## config.mk

```make
export PLATFORM = sky130hd
export DESIGN_NAME = wdg_timer
export DESIGN_NICKNAME = d
export VERILOG_FILES = /design/src/wdg_pkg.sv /design/src/wdg_timer.sv
export SDC_FILE = /design/constraint.sdc
export NUM_CORES = 1
export LEC_CHECK = 0
export BUFFER_PORTS_ARGS = -buffer_cell sky130_fd_sc_hd__buf_4
export CAP_MARGIN = 10
export CORE_MARGIN = 2
export CORE_UTILIZATION = 27
export CTS_CLUSTER_SIZE = 25
export DETAILED_ROUTE_END_ITERATION = 8
export PLACE_DENSITY = 0.49
export REMOVE_ABC_BUFFERS = 1
export SLEW_MARGIN = 20
export SYNTH_ARGS = -nofsm -noshare
export SYNTH_HDL_FRONTEND = slang
export SYNTH_SLANG_ARGS = --single-unit
```

## constraint.sdc

```tcl
create_clock -name mclk -period 3 [get_ports mclk]
set_clock_uncertainty 0.05 [all_clocks]
set_input_delay 0.75 -clock mclk [delete_from_list [all_inputs] [get_ports mclk]]
set_output_delay 0.75 -clock mclk [all_outputs]
set_load 0.01 [all_outputs]
```

## src/wdg_pkg.sv

```systemverilog
// constants of the watchdog timer block
package wdg_pkg;
    // register addresses
    localparam logic [7:0] ADDR_UNITS    = 8'hF1;
    localparam logic [7:0] ADDR_VALUE    = 8'hF2;
    localparam logic [7:0] ADDR_CFG      = 8'hF3;
    localparam logic [7:0] ADDR_CTRL     = 8'hF4;
    localparam logic [7:0] ADDR_IRQ_STS  = 8'hF5;
    localparam logic [7:0] ADDR_IRQ_MASK = 8'hF6;
    // reset values
    localparam logic [7:0] RST_UNITS = 8'h00;
    localparam logic [7:0] RST_VALUE = 8'h00;
    localparam logic [7:0] RST_CFG   = 8'h00;
    localparam logic [1:0] RST_IRQ   = 2'h0;
    // field positions
    localparam int UNITS_SEC_BIT   = 7;
    localparam int CFG_GAME_BIT    = 0;
    localparam int CFG_KBD_BIT     = 1;
    localparam int CFG_MOUSE_BIT   = 2;
    localparam int CFG_LED_BIT     = 3;
    localparam int CFG_MAP_LSB     = 4;
    localparam int CTRL_STATUS_BIT = 0;
    localparam int CTRL_LED_BIT    = 1;
    localparam int CTRL_FORCE_BIT  = 2;
    localparam int CTRL_KBC_BIT    = 3;
    localparam int IRQ_TIMEOUT_BIT = 0;
    localparam int IRQ_RESTART_BIT = 1;
    // interrupt mapping codes
    localparam logic [3:0] MAP_OFF     = 4'h0;
    localparam logic [3:0] MAP_INVALID = 4'h2;
    // timing
    localparam int CLK_PERIOD_NS   = 50;
    localparam int HALF_SEC_NS     = 500_000_000;
    localparam int HALF_SEC_CYCLES = HALF_SEC_NS / CLK_PERIOD_NS;
    localparam logic [5:0] SEC_PER_MIN = 6'h3C;
endpackage

```

## src/wdg_timer.sv

```systemverilog
// watchdog timer with restart sources, forced timeout, led blink and irq routing
//
// Our own choice: the plain strobed port.
`timescale 1ns/1ns
`default_nettype none

module wdg_timer #(
    parameter int HALF_SEC_CYCLES = wdg_pkg::HALF_SEC_CYCLES
) (
    // clock and reset
    input  wire logic        mclk,
    input  wire logic        nrst,
    // register port
    input  wire logic [7:0]  reg_addr,
    input  wire logic [7:0]  reg_wdata,
    input  wire logic        reg_write,
    input  wire logic        reg_read,
    output logic      [7:0]  reg_rdata,
    // restart and force sources
    input  wire logic        dev_active,
    input  wire logic        game_port_access,
    input  wire logic        kbd_irq,
    input  wire logic        mouse_irq,
    input  wire logic        kbc_force_line,
    // outputs
    output logic             power_indicator_led,
    output logic      [15:0] irq_lines,
    output logic             irq
);

    if (HALF_SEC_CYCLES < 2) begin : g_chk
        $error("HALF_SEC_CYCLES must be at least 2");
    end

    typedef struct packed {
        logic        units_sec;
        logic [7:0]  count_value;
        logic [7:0]  cfg;
        logic        status;
        logic        led_toggle_en;
        logic        kbc_en;
        logic        kbc_prev;
        logic [31:0] prescale;
        logic        half;
        logic [5:0]  sec_cnt;
        logic [7:0]  elapsed;
        logic        led;
        logic [1:0]  irq_sts;
        logic [1:0]  irq_mask;
        logic        irq;
        logic [15:0] irq_lines;
        logic [7:0]  rdata;
    } wdg_state_t;

    wdg_state_t st_reg;
    wdg_state_t st_next;

    localparam logic [31:0] HALF_LAST = 32'(HALF_SEC_CYCLES - 1);

    function automatic logic addr_hit(input logic [7:0] a, input logic [7:0] target);
        addr_hit = (a == target);
    endfunction

    logic       wr_units;
    logic       wr_value;
    logic       wr_cfg;
    logic       wr_ctrl;
    logic       half_tick;
    logic       sec_tick;
    logic       min_tick;
    logic       unit_tick;
    logic       restart;
    logic       force_evt;
    logic       count_evt;
    logic       timeout;
    logic       blink;
    logic [3:0] map;

    always_comb begin
        st_next   = st_reg;
        wr_units  = reg_write && addr_hit(reg_addr, wdg_pkg::ADDR_UNITS);
        wr_value  = reg_write && addr_hit(reg_addr, wdg_pkg::ADDR_VALUE);
        wr_cfg    = reg_write && addr_hit(reg_addr, wdg_pkg::ADDR_CFG);
        wr_ctrl   = reg_write && addr_hit(reg_addr, wdg_pkg::ADDR_CTRL);

        // time base: half-second prescaler, then seconds and minutes
        half_tick = (st_reg.prescale == HALF_LAST);
        sec_tick  = half_tick && st_reg.half;
        min_tick  = sec_tick && (st_reg.sec_cnt == wdg_pkg::SEC_PER_MIN - 6'h01);
        unit_tick = st_reg.units_sec ? sec_tick : min_tick;

        restart = wr_value
            || (dev_active && st_reg.cfg[wdg_pkg::CFG_GAME_BIT] && game_port_access)
            || (dev_active && st_reg.cfg[wdg_pkg::CFG_KBD_BIT] && kbd_irq)
            || (st_reg.cfg[wdg_pkg::CFG_MOUSE_BIT] && mouse_irq);

        force_evt = (wr_ctrl && reg_wdata[wdg_pkg::CTRL_FORCE_BIT])
            || (st_reg.kbc_en && kbc_force_line && !st_reg.kbc_prev);
        count_evt = (st_reg.count_value != 8'h00) && !st_reg.status && !restart
            && unit_tick && (st_reg.elapsed + 8'h01 == st_reg.count_value);
        timeout   = force_evt || count_evt;

        st_next.kbc_prev = kbc_force_line;

        // registers written by software
        if (wr_units) begin
            st_next.units_sec = reg_wdata[wdg_pkg::UNITS_SEC_BIT];
        end
        if (wr_value) begin
            st_next.count_value = reg_wdata;
        end
        if (wr_cfg) begin
            st_next.cfg = reg_wdata;
        end
        if (wr_ctrl) begin
            st_next.status        = reg_wdata[wdg_pkg::CTRL_STATUS_BIT];
            st_next.led_toggle_en = reg_wdata[wdg_pkg::CTRL_LED_BIT];
            st_next.kbc_en        = reg_wdata[wdg_pkg::CTRL_KBC_BIT];
        end
        if (timeout) begin
            st_next.status = 1'b1;
        end

        // counting; restart or clearing status reloads from zero elapsed units
        if (restart || (wr_ctrl && !reg_wdata[wdg_pkg::CTRL_STATUS_BIT] && !timeout)) begin
            st_next.prescale = 32'h0000_0000;
            st_next.half     = 1'b0;
            st_next.sec_cnt  = 6'h00;
            st_next.elapsed  = 8'h00;
        end else begin
            st_next.prescale = half_tick ? 32'h0000_0000 : st_reg.prescale + 32'h0000_0001;
            if (half_tick) begin
                st_next.half = !st_reg.half;
            end
            if (sec_tick) begin
                st_next.sec_cnt = min_tick ? 6'h00 : st_reg.sec_cnt + 6'h01;
            end
            if (unit_tick && !st_reg.status) begin
                st_next.elapsed = st_reg.elapsed + 8'h01;
            end
        end

        // led: a restart also realigns the blink phase, traded for one shared prescaler
        blink = st_reg.led_toggle_en || (st_reg.cfg[wdg_pkg::CFG_LED_BIT] && st_reg.status);
        if (!blink) begin
            st_next.led = 1'b0;
        end else if (half_tick) begin
            st_next.led = !st_reg.led;
        end

        // mapped interrupt follows status while a valid line is selected
        map = st_reg.cfg[wdg_pkg::CFG_MAP_LSB +: 4];
        st_next.irq_lines = 16'h0000;
        if (st_reg.status && map != wdg_pkg::MAP_OFF && map != wdg_pkg::MAP_INVALID) begin
            st_next.irq_lines[map] = 1'b1;
        end

        // sticky event bits, write one to clear, set wins
        if (reg_write && addr_hit(reg_addr, wdg_pkg::ADDR_IRQ_STS)) begin
            st_next.irq_sts = st_reg.irq_sts & ~reg_wdata[1:0];
        end
        if (reg_write && addr_hit(reg_addr, wdg_pkg::ADDR_IRQ_MASK)) begin
            st_next.irq_mask = reg_wdata[1:0];
        end
        if (timeout) begin
            st_next.irq_sts[wdg_pkg::IRQ_TIMEOUT_BIT] = 1'b1;
        end
        if (restart) begin
            st_next.irq_sts[wdg_pkg::IRQ_RESTART_BIT] = 1'b1;
        end
        st_next.irq = |(st_next.irq_sts & st_next.irq_mask);

        // read data valid only in the cycle after the strobe
        st_next.rdata = 8'h00;
        if (reg_read) begin
            unique case (reg_addr)
                wdg_pkg::ADDR_UNITS:    st_next.rdata = {st_reg.units_sec, 7'h00};
                wdg_pkg::ADDR_VALUE:    st_next.rdata = st_reg.count_value;
                wdg_pkg::ADDR_CFG:      st_next.rdata = st_reg.cfg;
                wdg_pkg::ADDR_CTRL:     st_next.rdata = {4'h0, st_reg.kbc_en, 1'b0,
                                                         st_reg.led_toggle_en, st_reg.status};
                wdg_pkg::ADDR_IRQ_STS:  st_next.rdata = {6'h00, st_reg.irq_sts};
                wdg_pkg::ADDR_IRQ_MASK: st_next.rdata = {6'h00, st_reg.irq_mask};
                default:                st_next.rdata = 8'h00;
            endcase
        end
    end

    always_ff @(posedge mclk or negedge nrst) begin
        if (!nrst) begin
            st_reg             <= '0;
            st_reg.units_sec   <= wdg_pkg::RST_UNITS[wdg_pkg::UNITS_SEC_BIT];
            st_reg.count_value <= wdg_pkg::RST_VALUE;
            st_reg.cfg         <= wdg_pkg::RST_CFG;
            st_reg.irq_sts     <= wdg_pkg::RST_IRQ;
            st_reg.irq_mask    <= wdg_pkg::RST_IRQ;
        end else begin
            st_reg <= st_next;
        end
    end

    assign reg_rdata           = st_reg.rdata;
    assign power_indicator_led = st_reg.led;
    assign irq_lines           = st_reg.irq_lines;
    assign irq                 = st_reg.irq;

endmodule

`default_nettype wire

```

==> qor.yml <==
status: "complete, no violations"
cts_resized: 0
fp-row-count: 50
clock_latency_ns: 0.36
cts_root_buffer: "clkbuf_16"
p_leak_uw: 0.00254
synth_area_leaders: "dfrtp_1 48%, nor2_1 4.5%, xor2_1 4.1%, xnor2_1 3.8%, mux2_2 3.8%"
ys_warn_count: 0
firstDrtPassIters: 4
grt_max_degree: 48
powerDensity_nw_per_um2: 601
syn-cell-area_sq_um: 5070
post_cts_buffers: 0
finalCriticalPeriod_ns: 2.54
worst-path-max-fanout: 12
drive_above_1_share_pct: 20.9
htree_levels: 3
area_delta_synth_final_pct: 15.6
postRouteWirelength_mm: 11.0
portBuffers: 50
crit_required_ns: 3.21
crit_type: "reg2reg"
clock-sinks: 98
synth_seq_cells: 98
die_y_um: 141
netlist.area_leader.share_pct: 48.3
start_util_pct: 27.3
slowest_delay_ns: 0.54
r2r-end: "st_reg[30]$_DFFE_PN0P_"
path_cells: "nor4b_1 -> and4_1 -> nand4_1 -> or3_1 -> o31ai_1"
slew_headroom_pct: 51.1
design_area_sq_um: 5860
hold_viol_final: 0
track_usage_pct: 11.7
grt_overflow_total: 0
fmax_mhz: 393
core_area_sq_um: 18600
cts_made_buffers: 9
grt_pass1_wl_mm: 18.7
placed_cells: 748
syn_inst: 496
setup_tns_ns: 0
reg2regPathDepth: 5
async_reset_ff_share_pct: 100
fin_cells: 764
ctsLongestPathBuffers: 2
cts_tree: "yes"
grt_setup_unrepaired: "no"
synth_most_common_cell: "dfrtp_1"
hpwlAfterDp_mm: 8.03
gp_congestion: 0.810
wl_per_cell_um: 14.4
yosysSeqAreaShare_pct: 48.3
setup_violations: 0
viasPerCell: 4.79
yosys.area.top_type: "dfrtp_1"
final_core_util_pct: 31.6
clk_pin_slew_worst_paths_ns: 0.08
critPathArrivalTime_ns: 2.75
worstReg2RegStart: "st_reg[67]$_DFF_PN0_"
irDropWorstVdd_uv: 299
dieArea_sq_um: 19900
synth_commonest_cells: "98 x dfrtp_1, 61 x nor2_1, 28 x nand2_1, 24 x buf_4, 24 x xor2_1"
fin_nets: 553
placed_area_sq_um: 5570
cts_hold_buffers: 0
fin_crit_sh_pct: 84.8
slew_viol_final: 0
diodes: 0
vias: 3656
final_antenna_net_count: 0
ff2ff_setup_slack_ns: 0.46
hold_path.class: "in2async"
drc_errors: 0
synth_cell_types: 57
crit_path_start_kind: "flop"
largest_reg_flops: 68
drt_iter0_drc: 321
die_x_um: 141
grt_pass1_vias: 3667
ys.flop_type: "dfrtp_1"
tightest_slew_ns: 0.727
antenna_found_initial: 0
io_pins: 51
syn_avg_cell_area_sq_um: 10.2
cap_viol_max_count: 0
synth_edf_count: 0
cp_slowest_cell: "or3_1"
end_kind: "flop"
==> metrics by stage <==
step                worst slack [ns]  hold WS, ns  power [uW]
finish                         0.457        0.239        3520
global route                   0.323        0.256        3740
CTS                            0.474        0.240        3570
detailed placement             0.401        0.455        2410
global placement               0.409        0.454        2390
floorplan                      0.616        0.404        2180
==> how the worst max path moves through the flow <==
stage                               startpoint                     end  slack (ns)  depth (start not counted)
after floorplan                    reg_addr[6]    st_reg[48]$_DFF_PN0_        0.62                          5
after global placement        game_port_access  st_reg[41]$_DFFE_PN0P_        0.41                          7
after detailed placement      game_port_access  st_reg[41]$_DFFE_PN0P_        0.40                          7
after CTS                 st_reg[67]$_DFF_PN0_  st_reg[30]$_DFFE_PN0P_        0.47                          5
after global routing      st_reg[67]$_DFF_PN0_  st_reg[30]$_DFFE_PN0P_        0.32                          5
final                     st_reg[67]$_DFF_PN0_  st_reg[30]$_DFFE_PN0P_        0.46                          5
==> cell usage in the layout (no fill, tap or decap), types with 5 or more instances in the layout <==
cell type and n:
nand4_1 13, dfrtp_1 98, xor2_1 24, mux2_2 17
nand2_1 28, nor2b_1 8, nor3_1 13, and4_1 10
xnor2_1 22, and2_1 5, nand2b_1 5, and3_1 11
nor2_1 61, o21ai_0 10, a21oi_2 8, clkbuf_16 9
inv_1 10, nand3_1 22, a22oi_1 11, a21oi_1 16
buf_4 57
==> area by class of cell <==
cell class | count | area, sq um
Clock buffer | 9 | 225
Clock inverter | 7 | 66.3
Fill cell | 1867 | 12700
Inverter | 10 | 37.5
Multi-Input combinational cell | 347 | 2320
Sequential cell | 98 | 2450
Tap cell | 234 | 293
Timing Repair Buffer | 59 | 468
==> layer usage <==
| metal | vias up | GRT usage (%) | part of all wire (%) |
|---|---|---|---|
| met5 | - | 0 | 0 |
| met4 | 0 | 4.58 | 1.8 |
| met3 | 12 | 2.17 | 2.4 |
| met2 | 43 | 18.4 | 47 |
| met1 | 1803 | 16.0 | 49 |
| li1 | 1798 | - | - |
==> worst max-delay path, delay by kind of cell (launching register included) <==
kind / cells / cell delay [ns]
AO/OA/AOI/OAI: 1 / 0.27
AND/OR/NAND/NOR: 4 / 1.68
flip-flops: 1 / 0.44
==> power by group <==
part,leakage (uW),internal [uW],total (uW),switching (uW)
combinational,0.00107,318,655,337
sequential,0.00132,1500,1730,232
clock,0.000145,588,1140,554
total,0.00254,2400,3520,1120
==> logic make-up (layout without fill, tap and decap cells) <==
group / count (synthesis) / count (layout) / synth area share, %
muxes: 18 / 18 / 3.97
adders and majority gates: 3 / 3 / 0.740
xor gates and xnor gates: 46 / 46 / 7.94
and+or+nand+nor: 207 / 207 / 22.8
other: 1 / 2 / 0.0739
AOI/OAI and AO/OA: 71 / 71 / 10.1
buffers and inverters: 52 / 85 / 5.99
DFF: 98 / 98 / 48.3
(Power assumes the default switching activity.)
